==> config.mk <==
export PLATFORM = sky130hd
export DESIGN_NAME = dasio_ports
export DESIGN_NICKNAME = d
export VERILOG_FILES = /design/src/dasio_pkg.sv /design/src/dasio_ports.sv /design/src/dasio_sync.sv
export VERILOG_INCLUDE_DIRS = /design/src
export SDC_FILE = /design/constraint.sdc
export NUM_CORES = 1
export LEC_CHECK = 0
export BUFFER_PORTS_ARGS = -buffer_cell sky130_fd_sc_hd__buf_4
export CORE_UTILIZATION = 49
export DETAILED_ROUTE_END_ITERATION = 10
export PLACE_DENSITY = 0.73
export SLEW_MARGIN = 10
export SYNTH_ARGS = -nofsm -noshare
export SYNTH_HDL_FRONTEND = slang
export SYNTH_SLANG_ARGS = --single-unit
==> constraint.sdc <==
create_clock -name CLOCK_I -period 4.7 [get_ports CLOCK_I]
set_input_delay 0.47 -clock CLOCK_I [delete_from_list [all_inputs] [get_ports CLOCK_I]]
set_output_delay 0.47 -clock CLOCK_I [all_outputs]
set_load 0.01 [all_outputs]
==> src/dasio_defs.svh <==
/*
 * Register indices, field positions, widths and reset values of the shared I/O ports.
 * Assumes it is included by bare name before any package import; it defines macros only.
 */
`ifndef DASIO_DEFS_SVH
`define DASIO_DEFS_SVH

`define DASIO_PORT_W     8
`define DASIO_CHAN_W     4
`define DASIO_IDX_W      14
`define DASIO_A_LAT_IDX  14'h0006
`define DASIO_B_LAT_IDX  14'h0007
`define DASIO_A_DIR_IDX  14'h1F8C
`define DASIO_B_DIR_IDX  14'h1F8D
`define DASIO_C_LAT_IDX  14'h0008
`define DASIO_C_DIR_IDX  14'h1F8E
`define DASIO_C_OD_IDX   14'h1F86
`define DASIO_C_RMW_IDX  14'h0108
`define DASIO_CONV_IDX   14'h1FC0
`define DASIO_PORT_RST   8'h00
`define DASIO_DIS_RST    1'b1
`define DASIO_CHAN_RST   4'h0
`define DASIO_DIS_BIT    0
`define DASIO_CHAN_LSB   4
`define DASIO_CHAN_MSB   7
`define DASIO_DBG_BIT    7
`define DASIO_RDATA_RST  32'h0000_0000

`endif

==> src/dasio_pkg.sv <==
/*
 * Types shared by the shared I/O port block.
 * Assumes dasio_defs.svh is available on the include path.
 */
`include "dasio_defs.svh"

package dasio_pkg;

	typedef logic [`DASIO_PORT_W-1:0] dasio_byte_t;

	typedef struct packed {
		dasio_byte_t              a_lat;
		dasio_byte_t              a_dir;
		dasio_byte_t              b_lat;
		dasio_byte_t              b_dir;
		dasio_byte_t              c_lat;
		dasio_byte_t              c_dir;
		dasio_byte_t              c_od;
		logic                     ain_dis;
		logic [`DASIO_CHAN_W-1:0] chan;
		logic                     start;
		dasio_byte_t              a_out;
		dasio_byte_t              a_oe;
		dasio_byte_t              a_ana;
		dasio_byte_t              b_out;
		dasio_byte_t              b_oe;
		dasio_byte_t              b_ana;
		dasio_byte_t              c_out;
		dasio_byte_t              c_oe;
		logic [31:0]              rdata;
		logic                     slverr;
	} dasio_state_s;

endpackage

==> src/dasio_ports.sv <==
/*
 * Two analog-shared 8-bit ports and one plain 8-bit port with open-drain select, behind an APB slave.
 * Assumes pins resolved outside from OUT/OE pairs, a converter consuming channel and start, one 50 MHz clock.
 */
// The APB slave port was decided locally.
// Behaviour
// - Reset clears shared-port direction and latches, sets input disable, inputs read low.
// - Shared-port direction 1 drives the pin from its latch (bit 7 from latch AND debug input) regardless of disable.
// - Converted channel comes from the channel select field, not from pin setup.
// - Shared-port bits whose latch holds 0 always read back 0.
// - Reads return pins for inputs whose latch holds 1; a write stores all eight latch bits.
// - Plain port has direction and latch registers, both cleared to 0 at reset.
// - Plain port has a drain select register reset to 0, tri-state style.
// - Plain-port read-modify-write view returns latch for drain bits, else pins.
// - Drain select 0 means tri-state drive, 1 means open-drain drive.
`timescale 1ns/100ps
`include "dasio_defs.svh"

module dasio_ports
	import dasio_pkg::*;
(
	input  wire logic        CLOCK_I,
	input  wire logic        RST_I,
	input  wire logic        PSEL_I,
	input  wire logic        PENABLE_I,
	input  wire logic        PWRITE_I,
	input  wire logic [15:0] PADDR_I,
	input  wire logic [31:0] PWDATA_I,
	output logic      [31:0] PRDATA_O,
	output logic             PREADY_O,
	output logic             PSLVERR_O,
	input  wire logic [7:0]  A_PIN_I,
	output logic      [7:0]  A_OUT_O,
	output logic      [7:0]  A_OE_O,
	output logic      [7:0]  A_ANALOG_O,
	input  wire logic [7:0]  B_PIN_I,
	output logic      [7:0]  B_OUT_O,
	output logic      [7:0]  B_OE_O,
	output logic      [7:0]  B_ANALOG_O,
	input  wire logic [7:0]  C_PIN_I,
	output logic      [7:0]  C_OUT_O,
	output logic      [7:0]  C_OE_O,
	input  wire logic        DEBUG_ONE_I,
	input  wire logic        DEBUG_TWO_I,
	output logic      [3:0]  CONV_CHANNEL_O,
	output logic             CONV_START_O
);

	dasio_state_s                  st_reg;
	dasio_state_s                  st_next;
	logic         [23:0]           pin_sync;
	dasio_byte_t                   a_pin;
	dasio_byte_t                   b_pin;
	dasio_byte_t                   c_pin;
	logic                          setup;
	logic                          access;
	logic                          wr;
	logic                          hit;
	logic         [`DASIO_IDX_W-1:0] word;
	dasio_byte_t                   rd;
	dasio_byte_t                   a_rd;
	dasio_byte_t                   b_rd;
	dasio_byte_t                   c_rmw;
	dasio_byte_t                   a_drv;
	dasio_byte_t                   b_drv;
	dasio_byte_t                   c_drv;

	dasio_sync #(
		.W (24)
	) u_sync (
		.clk_i (CLOCK_I),
		.rst_i (RST_I),
		.d_i   ({C_PIN_I, B_PIN_I, A_PIN_I}),
		.q_o   (pin_sync)
	);

	assign a_pin = pin_sync[7:0];
	assign b_pin = pin_sync[15:8];
	assign c_pin = pin_sync[23:16];

	// Input bits with latch 0 read low; output bits read their latch.
	assign a_rd  = st_reg.a_lat & (st_reg.a_dir | a_pin);
	assign b_rd  = st_reg.b_lat & (st_reg.b_dir | b_pin);
	assign c_rmw = (st_reg.c_od & st_reg.c_lat) | (~st_reg.c_od & c_pin);

	always_comb begin
		st_next       = st_reg;
		st_next.start = 1'b0;
		setup         = PSEL_I & ~PENABLE_I;
		access        = PSEL_I & PENABLE_I;
		wr            = access & PWRITE_I;
		word          = PADDR_I[15:2];
		hit           = 1'b1;
		rd            = `DASIO_PORT_RST;
		unique case (word)
			`DASIO_A_LAT_IDX: rd = a_rd;
			`DASIO_B_LAT_IDX: rd = b_rd;
			`DASIO_A_DIR_IDX: rd = st_reg.a_dir;
			`DASIO_B_DIR_IDX: rd = st_reg.b_dir;
			`DASIO_C_LAT_IDX: rd = c_pin;
			`DASIO_C_RMW_IDX: rd = c_rmw;
			`DASIO_C_DIR_IDX: rd = st_reg.c_dir;
			`DASIO_C_OD_IDX:  rd = st_reg.c_od;
			`DASIO_CONV_IDX: begin
				rd[`DASIO_CHAN_MSB:`DASIO_CHAN_LSB] = st_reg.chan;
				rd[`DASIO_DIS_BIT]                  = st_reg.ain_dis;
			end
			default: hit = 1'b0;
		endcase
		if (PADDR_I[1:0] != 2'b00) begin
			hit = 1'b0;
		end
		// Read data and the error flag are captured in the setup cycle.
		if (setup) begin
			st_next.rdata  = `DASIO_RDATA_RST;
			st_next.slverr = ~hit;
			if (!PWRITE_I && hit) begin
				st_next.rdata[7:0] = rd;
			end
		end
		// A port register write stores the whole byte, whatever was read before.
		if (wr && hit) begin
			unique case (word)
				`DASIO_A_LAT_IDX: st_next.a_lat = PWDATA_I[7:0];
				`DASIO_B_LAT_IDX: st_next.b_lat = PWDATA_I[7:0];
				`DASIO_A_DIR_IDX: st_next.a_dir = PWDATA_I[7:0];
				`DASIO_B_DIR_IDX: st_next.b_dir = PWDATA_I[7:0];
				`DASIO_C_LAT_IDX: st_next.c_lat = PWDATA_I[7:0];
				`DASIO_C_RMW_IDX: st_next.c_lat = PWDATA_I[7:0];
				`DASIO_C_DIR_IDX: st_next.c_dir = PWDATA_I[7:0];
				`DASIO_C_OD_IDX:  st_next.c_od  = PWDATA_I[7:0];
				`DASIO_CONV_IDX: begin
					st_next.ain_dis = PWDATA_I[`DASIO_DIS_BIT];
					st_next.chan    = PWDATA_I[`DASIO_CHAN_MSB:`DASIO_CHAN_LSB];
					st_next.start   = ~PWDATA_I[`DASIO_DIS_BIT];
				end
				default: st_next.start = 1'b0;
			endcase
		end
		// The debug signal is gated by the bit 7 latch.
		a_drv                 = st_next.a_lat;
		b_drv                 = st_next.b_lat;
		a_drv[`DASIO_DBG_BIT] = st_next.a_lat[`DASIO_DBG_BIT] & DEBUG_ONE_I;
		b_drv[`DASIO_DBG_BIT] = st_next.b_lat[`DASIO_DBG_BIT] & DEBUG_TWO_I;
		st_next.a_out         = a_drv;
		st_next.a_oe          = st_next.a_dir;
		st_next.b_out         = b_drv;
		st_next.b_oe          = st_next.b_dir;
		st_next.a_ana         = ~st_next.a_dir & ~st_next.a_lat & {8{~st_next.ain_dis}};
		st_next.b_ana         = ~st_next.b_dir & ~st_next.b_lat & {8{~st_next.ain_dis}};
		// Open-drain bits drive only a low level and release on latch 1.
		c_drv         = st_next.c_lat & ~st_next.c_od;
		st_next.c_out = c_drv;
		st_next.c_oe  = st_next.c_dir & (~st_next.c_od | ~st_next.c_lat);
	end

	always_ff @(posedge CLOCK_I) begin
		if (RST_I) begin
			st_reg         <= '0;
			st_reg.ain_dis <= `DASIO_DIS_RST;
			st_reg.chan    <= `DASIO_CHAN_RST;
		end else begin
			st_reg <= st_next;
		end
	end

	assign PRDATA_O       = st_reg.rdata;
	assign PSLVERR_O      = st_reg.slverr & PSEL_I & PENABLE_I;
	assign PREADY_O       = 1'b1;
	assign A_OUT_O        = st_reg.a_out;
	assign A_OE_O         = st_reg.a_oe;
	assign A_ANALOG_O     = st_reg.a_ana;
	assign B_OUT_O        = st_reg.b_out;
	assign B_OE_O         = st_reg.b_oe;
	assign B_ANALOG_O     = st_reg.b_ana;
	assign C_OUT_O        = st_reg.c_out;
	assign C_OE_O         = st_reg.c_oe;
	assign CONV_CHANNEL_O = st_reg.chan;
	assign CONV_START_O   = st_reg.start;
endmodule

==> src/dasio_sync.sv <==
/*
 * Three-stage pin synchroniser with agreement filter.
 * Assumes asynchronous pin levels on its input and a synchronous active-high reset.
 */
`timescale 1ns/100ps

module dasio_sync #(
	parameter int W = 8
) (
	input  wire logic         clk_i,
	input  wire logic         rst_i,
	input  wire logic [W-1:0] d_i,
	output logic      [W-1:0] q_o
);
	typedef struct packed {
		logic [W-1:0] s1;
		logic [W-1:0] s2;
		logic [W-1:0] s3;
		logic [W-1:0] q;
	} dasio_sync_s;

	dasio_sync_s sync_reg;
	dasio_sync_s sync_next;

	if (W < 1) begin : g_bad_width
		$error("dasio_sync: width must be at least one");
	end

	// A bit follows the pin only once the second and third stages agree.
	always_comb begin
		sync_next    = sync_reg;
		sync_next.s1 = d_i;
		sync_next.s2 = sync_reg.s1;
		sync_next.s3 = sync_reg.s2;
		sync_next.q  = (sync_reg.s2 & ~(sync_reg.s2 ^ sync_reg.s3)) | (sync_reg.q & (sync_reg.s2 ^ sync_reg.s3));
	end

	always_ff @(posedge clk_i) begin
		if (rst_i) begin
			sync_reg <= '0;
		end else begin
			sync_reg <= sync_next;
		end
	end

	assign q_o = sync_reg.q;

endmodule

* Yosys cells after proc, flatten, opt, wreduce, memory -nomap -nowiden
Cells that the tools add are included.
W data, S select, Z words.
** Word-level totals
- Register bits after elaboration :: 215
- Bits of input ports :: 79
- Output and inout bits :: 103
- Word-level logic and storage cells :: 94
** Operators by class
- Eq/ne operators :: 9
- Mux-type cells :: 16
- Bitwise operators :: 39
- Reduce and logical (&&, ||, !) cells :: 8
** Operator list (number)
- $and A8 B8 Y8 :: 10
- $eq A14 B13 Y1 const B :: 5
- $mux W8 :: 8
- $mux W62 :: 1
- $not A8 Y8 :: 7
- $and A24 B24 Y24 :: 2
- $pmux W4 S9 :: 1
- $or A8 B8 Y8 :: 4
- $eq A14 B3 Y1 const B :: 2
- $not A24 Y24 :: 1
- $or A24 B24 Y24 :: 1
- $pmux W3 S8 :: 1
- $xor A24 B24 Y24 :: 1
- $eq A14 B4 Y1 const B :: 1
- $eq A14 B9 Y1 const B :: 1
- $pmux W1 S9 :: 1
- $reduce_or A9 Y1 :: 1
- $and A1 B1 Y1 :: 7
- $not A1 Y1 :: 6
- $mux W5 :: 1
- $mux W1 :: 3
- $reduce_or A3 Y1 :: 1
- $logic_and A1 B1 Y1 :: 2
- $reduce_and A2 Y1 :: 1
- other kinds (3) :: 3

* Longest topological paths before layout
Gate-level depths: netlist of run 1.
- Depth in word-level cells :: 9
- Depth in mapped cells :: 8
- Mapped depth without buffers :: 5

* By module
A second synthesis of run 1 with hierarchy kept.
** Unflattened totals
- Cells, all modules :: 986
- Area total of the unflattened synthesis :: 8742.1 µm²
** By module, submodules not included
- dasio_ports :: times used 1, cells each 712, area an instance 5806.8 µm², seq. area each 2102.0 µm²
- dasio_sync :: times used 1, cells each 274, area an instance 2935.3 µm², seq. area each 1921.8 µm²

* Least setup slack after synthesis of run 1
Ideal clock, no wire load.
- Path type :: input to register
- From :: input port PADDR_I[1]
- To :: register st_reg (netlist bit A_ANALOG_O[0])
- Library setup time :: 0.136 ns
- Data arrival time :: 2.277 ns
- Data required time :: 4.564 ns
- Slack :: 2.287 ns
- Stages :: 6
- Buffers on the path :: 1
- Path through :: nor2_1 -> nand4_4 -> nor4_2 -> mux2i_1 -> buf_2 -> a211oi_1
** On the way
- Word-level cells in the longest chain between the ends :: 7
- Elaborated cells between the ends (all ways) :: 9
- Classes of those cells :: 2 x mux; 5 x bitwise; 2 x reduce/logical
** RTL lines
- start, declared :: RTL line dasio_ports.sv:27 : input wire logic [15:0] PADDR_I,
- $reduce_bool A2 Y1 (*) :: RTL line dasio_ports.sv:110 : if (PADDR_I[1:0] != 2'b00) begin
- $mux W1 (*) :: RTL line dasio_ports.sv:110
- $logic_and A1 B1 Y1 (*) :: RTL line dasio_ports.sv:122 : if (wr && hit) begin
- $mux W62 (*) :: RTL line dasio_ports.sv:122
- $not A8 Y8 :: RTL line dasio_ports.sv:149 : st_next.a_ana = ~st_next.a_dir & ~st_next.a_lat & {8{~st_next.ain_dis}};
- $and A8 B8 Y8 :: RTL line dasio_ports.sv:149
- $and A8 B8 Y8 (*) :: RTL line dasio_ports.sv:149
- end signal, assigned :: RTL line dasio_ports.sv:163 : st_reg <= st_next;
- end, declared :: RTL line dasio_ports.sv:49 : dasio_state_s st_reg;
Every way passes the cells marked *; elsewhere a longest branch is shown, timed or not.
A chain may end at the register's enable or synchronous reset.

* Worst setup path after layout of run 1
- From :: input port PADDR_I[7]
- To :: register st_reg (netlist bit C_OE_O[6])
** On the way
- Word-level cells in the longest chain between the ends :: 9
- Elaborated cells between the ends (all ways) :: 22
- Classes of those cells :: 9 x eq/ne; 6 x mux; 4 x bitwise; 3 x reduce/logical
** RTL lines
- $eq A14 B13 Y1 (tied with other cells) :: RTL line dasio_ports.sv:95 : unique case (word)
- $reduce_or A9 Y1 (no source line)
- $mux W1 :: RTL line dasio_ports.sv:95
- $mux W1 :: RTL line dasio_ports.sv:110
- $logic_and A1 B1 Y1 :: RTL line dasio_ports.sv:122
- $mux W62 (*) :: RTL line dasio_ports.sv:122
- $not A8 Y8 :: RTL line dasio_ports.sv:154 : st_next.c_oe = st_next.c_dir & (~st_next.c_od | ~st_next.c_lat);
- $or A8 B8 Y8 :: RTL line dasio_ports.sv:154
- $and A8 B8 Y8 (*) :: RTL line dasio_ports.sv:154
Marks and branches as above.

==> results of run 1 <==
Yosys cell counts (all sizes together) (2+ instances only):
cell type  instances
a221oi             6
o22a              11
nand2             76
or4                2
nand3             10
mux2i             42
a21oi             52
o21bai             8
a22o              16
clkbuf            33
buf              119
o21ai             45
nor3b              4
nand2b             2
nand4              5
or3                3
nor2b             74
a211oi            26
nor4               4
or4b               3
o22ai              4
and3               6
dfxtp            201
a32oi              4
and4               3
nor2              50
a22oi              9
and2               9
a32o               2
conb               2
nand4b             2
mux2               9
nor3              25
o211ai             4
cell usage in the layout, fill, tap and decap left out, drive strengths merged, types with 16 or more instances in the layout:
cell type	n
nand2	76
nor2b	74
buf	138
a22o	16
nor3	25
mux2i	42
a211oi	26
nor2	50
clkbuf	29
dfxtp	201
o21ai	45
conb	25
a21oi	52
worst paths after layout:
kind,end,startpoint,depth (start not counted)
max,C_OE_O[6]$_SDFF_PP0_,PADDR_I[7],6
min,u_sync.sync_next[54]$_SDFF_PP0_,A_PIN_I[6],2
max reg2reg,PRDATA_O[6]$_SDFFE_PP0P_,A_OE_O[6]$_SDFF_PP0_,5
min reg2reg,u_sync.sync_next[42]$_SDFF_PP0_,u_sync.sync_next[66]$_SDFF_PP0_,1
worst max-delay path: stages:
cell      delay, ns
buf_4          0.14
or4b_4         0.55
or4_4          0.58
nor3_4         0.84
o21bai_1       0.19
a211oi_2       0.32
cell families after synthesis:
logic type | Yosys count | share of synthesized area, %
AND/OR/NAND/NOR | 281 | 17.9
flip-flops | 201 | 48.3
AO/OA/AOI/OAI | 191 | 15.5
buffers and inverters | 153 | 12.0
multiplexers | 51 | 6.26
other | 2 | 0.0901
per-stage QoR:
stage / std cells / setup WS [ns] / hold slack, ns / utilization (%)
2_1_floorplan: 902 / 2.29 / 0.414 / -
3_3_place_gp: 1108 / 1.55 / 0.421 / 52.7
3_5_place_dp: 1108 / 1.53 / 0.423 / 52.7
4_1_cts: 1145 / 2.04 / 0.163 / 57.4
5_1_grt: 1145 / 1.88 / 0.170 / 57.4
6_report: 1145 / 2.00 / 0.177 / 57.4
cell type report:
class / count / area (um^2) / area share, %
flip-flops and latches: 201 / 4020 / 42.3
multi-input cells: 548 / 3400 / 35.8
repair buffers: 138 / 1040 / 10.9
clock buffers: 29 / 617 / 6.48
well taps: 220 / 275 / 2.89
clock inverters: 8 / 158 / 1.66
inverters: 1 / 3.75 / 0.0394
report_power, final:
part / switching (mW) / internal (mW)
Clock: 0.665 / 1.14
Combinational: 0.0822 / 0.0540
Sequential: 0.0107 / 1.73
per-layer routing:
metal  vias up  routed length, um  GRT usage (%)
met2       238               8970           35.2
met5         -                  0              0
met3        42               1210           3.88
li1       2994                  -              -
met4         0                670           9.32
met1      2880               8830           29.2
==> results.cfg, run 1 <==
[global_route]
grt_pass1_wl_mm = 30.5
grt_max_degree = 94
grtUsageTotal_pct = 22.0
grt_pass1_vias = 5663
grt.overflow.total = 0
antenna_found_initial = 0

[place]
place.gp.congestion = 0.864
placed_cell_area_um2 = 8740
io_buffers = 132
dpl.hpwl_mm = 13.6

[detailed_routing]
drc = 0
dr.first_iter.drc_count = 448
via_count = 6154
wl_mm = 19.7
wl_per_cell_um = 17.2
first_pass_iters = 5
ant_nets = 0
viasPerCell = 5.37

[layout]
num_antenna_cells = 0
n_fill_cell = 1495
fin_area_um2 = 9520
syn2layout_area_growth_pct = 14.2
layout-drive-gt1-share_pct = 22.3
fin_nets = 991

[clock_tree]
cts-resized-gates = 0
cts-root-buf = clkbuf_16
cts_tree = done
cts_made_buffers = 22
clk_pin_slew_worst_paths_ns = 0.06
post-cts-setup-buffers = 0
ctsHoldBuffers = 0
htree_levels = 1
insertion_delay_ns = 0.50
cts.path.max_buffers = 3
cts_sinks = 201

[power_and_ir_drop]
p_leak_nw = 3.86
power_mw = 3.69
ir_worst_vdd_v = 0.000223
power.density_nw_per_um2 = 387

[floorplan]
initial_core_util_pct = 50.2
die_area_um2 = 17500
rows = 47
die_w_um = 132
die_h_um = 132
fp.coreArea_um2 = 16600
ioPinCount = 182

[yosys]
synth_area_um2 = 8330
yosysWarnings = 0
synth-seq-cells = 201
ys_seq_area_share_pct = 48.3
avgSynthCellArea_um2 = 9.48
synth_top_area_cell = dfxtp_1
synth_cells = 879
synth_edf_count = 0
yosysUniqueCellTypes = 53
synthArstFlopShare_pct = 0
synthTopCellsByArea = dfxtp_1 (48%), buf_4 (9.3%), nor2b_1 (5.6%)
synth_top_area_share_pct = 48.3
synth_ff_type = dfxtp_1

[sta]
finalCritPeriodShare_pct = 57.3
report.final.slew_viol_count = 0
slew_headroom_pct = 27.8
fmax_mhz = 371
hold_viol = 0
tightest_slew_ns = 1.08
rsz0062_at_grt = false
setup_violations = 0
fin_setup_tns_ns = 0
fin_skew_ns = 0.0147
fin_crit_ns = 2.70

[outcome]
status = finished, final reports clean

[setup_path]
cp.arrival_ns = 3.09
startpoint_type = primary input
crit_path_end_kind = register
crit_type = in2reg
r2r_slack_ns = 3.15
critPathMaxFanout = 24
crit_required_ns = 5.09

[min_path]
hp-class = in2reg

[flow_run]
maxCapViolCount = 0
Note: power is estimated with default switching activity, not from simulation.
==> run 2: changes to the inputs <==
==> constraint.sdc (replaced) <==
create_clock -name CLOCK_I -period 2.5 [get_ports CLOCK_I]
set_input_delay 0.25 -clock CLOCK_I [delete_from_list [all_inputs] [get_ports CLOCK_I]]
set_output_delay 0.25 -clock CLOCK_I [all_outputs]
set_load 0.01 [all_outputs]
==> results.cfg, run 2 (same netlist as run 1, synthesis figures left out) <==
[setup_path]
crit_path_end_kind = register
startpoint_type = primary input
crit_type = in2reg
cp.arrival_ns = 2.21
critPathMaxFanout = 24
crit_required_ns = 2.85

[floorplan]
die_w_um = 132
die_h_um = 132
rows = 47
die_area_um2 = 17500
fp.coreArea_um2 = 16600
ioPinCount = 182
initial_core_util_pct = 50.2

[power_and_ir_drop]
netSwitchingPower_mw = 1.40
intPower_mw = 5.15
power.density_nw_per_um2 = 667
switching_share_pct = 21.4
ir_worst_vdd_v = 0.000469
p_comb_share_pct = 4.5
clkPwrFrac_pct = 45.6
power_mw = 6.55
p_leak_nw = 4.01
sequentialPowerShare_pct = 50.0

[detailed_routing]
wl_mm = 19.7
drc = 0
wl_met3_mm = 1.40
wl_per_cell_um = 16.6
dr.first_iter.drc_count = 508
via_count = 6265
m1WireLength_mm = 8.74
first_pass_iters = 5
met2_length_mm = 8.98
ant_nets = 0
viasPerCell = 5.27
top_layer_used = met4

[layout]
seq_area_um2 = 4020
num_antenna_cells = 0
layout-drive-gt1-share_pct = 23.1
n_fill_cell = 1464
multi_input_area_um2 = 3400
layout_common_cells = dfxtp_1 (201), buf_4 (156), nand2_1 (76)
syn2layout_area_growth_pct = 17.8
layout_commonest_cell = dfxtp_1
fin_nets = 1034

[global_route]
antenna_found_initial = 0
grt_pass1_vias = 5674
grt_max_degree = 165
grtUsageTotal_pct = 21.9
grt_pass1_wl_mm = 30.3
grt.overflow.total = 0

[sta]
tightest_slew_ns = 0.885
fin_setup_tns_ns = 0
report.final.slew_viol_count = 0
slew_headroom_pct = 40.8
fin_crit_ns = 1.86
fin_skew_ns = 0.0110
setup_violations = 0
fmax_mhz = 538
finalCritPeriodShare_pct = 74.4
hold_viol = 0
rsz0062_at_grt = false

[clock_tree]
cts_made_buffers = 21
cts.path.max_buffers = 3
clk_pin_slew_worst_paths_ns = 0.06
cts_tree = done
post-cts-setup-buffers = 0
cts-root-buf = clkbuf_16
cts_sinks = 201
insertion_delay_ns = 0.49
htree_levels = 1

[place]
dpl.hpwl_mm = 13.6
place.gp.congestion = 0.926
io_buffers = 132

[flow_run]
maxCapViolCount = 0

[outcome]
status = finished, final reports clean

[min_path]
hp-class = in2reg
run 2: cell count changes in the layout (fill, tap and decap cells not counted), sizes merged:
cell         change
dlygate4sd3     +24
buf             +20
bufinv           -3
clkinvlp         +3
clkbuf           -1
clkinv           +1
inv              -1
run 2: power by group through the flow:
stage | combinational (mW) | sequential, mW | clock, mW
after global placement | 0.260 | 3.34 | 0
after floorplan | 0.178 | 3.33 | 0
after CTS | 0.289 | 3.27 | 3.04
after detailed placement | 0.261 | 3.34 | 0
final | 0.292 | 3.27 | 2.98
after global routing | 0.316 | 3.27 | 3.17
run 2: cell type report:
| type | instances | share of cell area, % |
|---|---|---|
| flip-flops and latches | 201 | 41.0 |
| inverters | 1 | 0.0382 |
| multi-input cells | 548 | 34.6 |
| clock inverters | 8 | 0.739 |
| clock buffers | 28 | 6.03 |
| well taps | 220 | 2.80 |
| repair buffers | 182 | 14.8 |
run 2: path summary, 6_finish.rpt:
path / end / slack, ns / cells past startpoint / start
worst max-delay path: st_reg[107]$_SDFF_PP0_ / 0.64 / 7 / PADDR_I[7]
worst min-delay path: CONV_CHANNEL_O[0]$_SDFFE_PP0P_ / 0.03 / 2 / RST_I
worst max register to register: PRDATA_O[3]$_SDFFE_PP0P_ / 1.07 / 5 / register
worst min register to register: u_sync.sync_next[38]$_SDFF_PP0_ / 0.43 / 1 / u_sync.sync_next[62]$_SDFF_PP0_
run 2: what timing repair did:
item,in CTS,in global routing
hold buffers,24,0
resized for setup,0,0
hold endpoints to repair,24,0
run 2: layer usage:
metal	up-vias	GRT usage, %
met5	-	0
met4	0	8.37
met3	36	4.34
met2	244	35.0
met1	2903	29.1
li1	3082	-
run 2: through the flow:
stage | std cells | worst slack [ns] | util [%] | area [um^2] | hold slack (ns)
after floorplan | 902 | 0.307 | - | 8420 | 0.378
after global placement | 1128 | 0.186 | 53.7 | 8910 | 0.418
after detailed placement | 1128 | 0.163 | 53.7 | 8910 | 0.421
after CTS | 1188 | 0.673 | 59.2 | 9820 | 0.00983
after global routing | 1188 | 0.571 | 59.2 | 9820 | 0.0305
final | 1188 | 0.641 | 59.2 | 9820 | 0.0293
run 2: worst max-delay path, stage by stage:
cell and delay [ns]:
buf_4 0.13, or4b_4 0.56, or4_4 0.58, nor3_4 0.17, buf_12 0.20, mux2i_1 0.25, nor2_1 0.06
==> run 3: changes to the inputs <==
==> constraint.sdc (replaced) <==
create_clock -name CLOCK_I -period 1.9 [get_ports CLOCK_I]
set_input_delay 0.19 -clock CLOCK_I [delete_from_list [all_inputs] [get_ports CLOCK_I]]
set_output_delay 0.19 -clock CLOCK_I [all_outputs]
set_load 0.01 [all_outputs]
==> results.cfg, run 3 (same netlist as run 1, synthesis figures left out) <==
[setup_path]
startpoint = PADDR_I[7]
timing.rr.start = A_OE_O[6]$_SDFF_PP0_
crit_path_end_kind = register
crit_required_ns = 2.32
crit_type = in2reg
cp.arrival_ns = 2.21
reg2reg_to = PRDATA_O[6]$_SDFFE_PP0P_
path_common_cell = buf_4
critical_path_buf_inv_count = 2
crit_path_end = PRDATA_O[5]$_SDFFE_PP0P_
cp_cell_sequence = buf_4 -> or4b_4 -> or4_4 -> buf_4 -> nor2_1 -> a22oi_1 -> a32oi_1
r2r_slack_ns = 0.40
critPathMaxStageDelay_ns = 0.57
cp_slowest_cell = or4_4
crit_family = simple AND/OR/NAND/NOR gates
path_depth = 7
r2r_cells = 5
startpoint_type = primary input
critPathMaxFanout = 4

[layout]
layout_commonest_cell = buf_4
finalCoreUtilization_pct = 62.2
layout_common_cells = buf_4 (203), dfxtp_1 (201), nand2_1 (76)
fin_nets = 1087
syn2layout_area_growth_pct = 23.9
layout-drive-gt1-share_pct = 27.5
num_antenna_cells = 0

[clock_tree]
cts.path.max_buffers = 3
cts_tree = done
cts_made_buffers = 20
cts-resized-gates = 0
post-cts-setup-buffers = 0
insertion_delay_ns = 0.49
clk_pin_slew_worst_paths_ns = 0.06
cts-root-buf = clkbuf_16
cts_sinks = 201
htree_levels = 1

[floorplan]
die_w_um = 132
ioPinCount = 182
die_area_um2 = 17500
fp.coreArea_um2 = 16600
rows = 47
die_h_um = 132
initial_core_util_pct = 50.2

[global_route]
grt_max_degree = 134
grt.overflow.total = 0
grt_pass1_vias = 6048
grtUsageTotal_pct = 23.2
grt_pass1_wl_mm = 32.1
antenna_found_initial = 0

[sta]
fin_skew_ns = 0.0150
setup_ws_ns = 0.105
slew_headroom_pct = 38.6
fin_crit_ns = 1.80
report.final.slew_viol_count = 0
finalCritPeriodShare_pct = 94.5
hold_viol = 0
rsz0062_at_grt = false
setup_violations = 0
tightest_slew_ns = 0.917
timing.hold.ws_ns = 0.0165
fmax_mhz = 557

[outcome]
status = finished, final reports clean

[power_and_ir_drop]
power_mw = 8.72
intPower_mw = 6.91
power.density_nw_per_um2 = 845
p_leak_nw = 4.25
ir_worst_vdd_v = 0.000916
sequentialPowerShare_pct = 49.3
switching_share_pct = 20.8
clkPwrFrac_pct = 45.6
p_comb_share_pct = 5.1
netSwitchingPower_mw = 1.81

[place]
dp_slack_ns = -0.356
place.gp.congestion = 0.901
dpl.hpwl_mm = 14.7
io_buffers = 132

[detailed_routing]
first_pass_iters = 5
wl_per_cell_um = 16.5
drc = 0
viasPerCell = 5.30
dr.first_iter.drc_count = 431
via_count = 6556
ant_nets = 0
wl_mm = 20.5

[min_path]
hp-class = in2reg
min_from = PWDATA_I[6]

[flow_run]
maxCapViolCount = 0
[run 3: changes by cell type in the layout (fill, tap and decap cells not counted), sizes merged]
| cell | change |
|---|---|
| bufinv | +1 |
| clkinvlp | -2 |
| dlygate4sd3 | +4 |
| clkbuf | -2 |
| clkinv | -3 |
| buf | +50 |
[run 3: metal layers]
metal / wire, um / up-vias / GRT usage, %
li1: - / 3196 / -
met1: 8940 / 3076 / 30.3
met2: 9540 / 250 / 38.5
met4: 529 / 0 / 7.79
met3: 1440 / 34 / 4.27
met5: 0 / - / 0
[run 3: worst min-delay path by stage]
stage                                            to  cells past startpoint
floorplan           u_sync.sync_next[48]$_SDFF_PP0_                      1
global placement    u_sync.sync_next[67]$_SDFF_PP0_                      2
detailed placement  u_sync.sync_next[67]$_SDFF_PP0_                      2
CTS                        A_ANALOG_O[6]$_SDFF_PP0_                      2
global route               B_ANALOG_O[1]$_SDFF_PP0_                      2
finish                     A_ANALOG_O[6]$_SDFF_PP0_                      2
[run 3: power by group through the flow]
stage          registers, mW  logic, mW  clock network, mW
2_1_floorplan           4.39      0.237                  0
3_3_place_gp            4.40      0.394                  0
3_5_place_dp            4.40      0.395                  0
4_1_cts                 4.30      0.442               4.05
5_1_grt                 4.31      0.483               4.23
6_report                4.30      0.445               3.97
[run 3: final cells by class]
| cell class | instances | area [um^2] |
|---|---|---|
| inverters | 1 | 3.75 |
| clock buffers | 26 | 584 |
| repair buffers | 236 | 1900 |
| fillers | 1439 | 6260 |
| clock inverters | 4 | 76.3 |
| multi-input cells | 548 | 3450 |
| well taps | 220 | 275 |
| flip-flops and latches | 201 | 4020 |
[run 3: timing repair]
item,4_1_cts,5_1_grt
hold endpoints to repair,31,0
hold buffers,28,0
setup endpoints to repair,0,0
[run 3: per-stage QoR]
step                area, um^2  setup TNS (ns)  cells
CTS                      10300               0   1236
finish                   10300               0   1236
detailed placement        9380          -15.64   1178
global route             10300               0   1236
floorplan                 8510           -3.67    902
global placement          9380          -14.21   1178
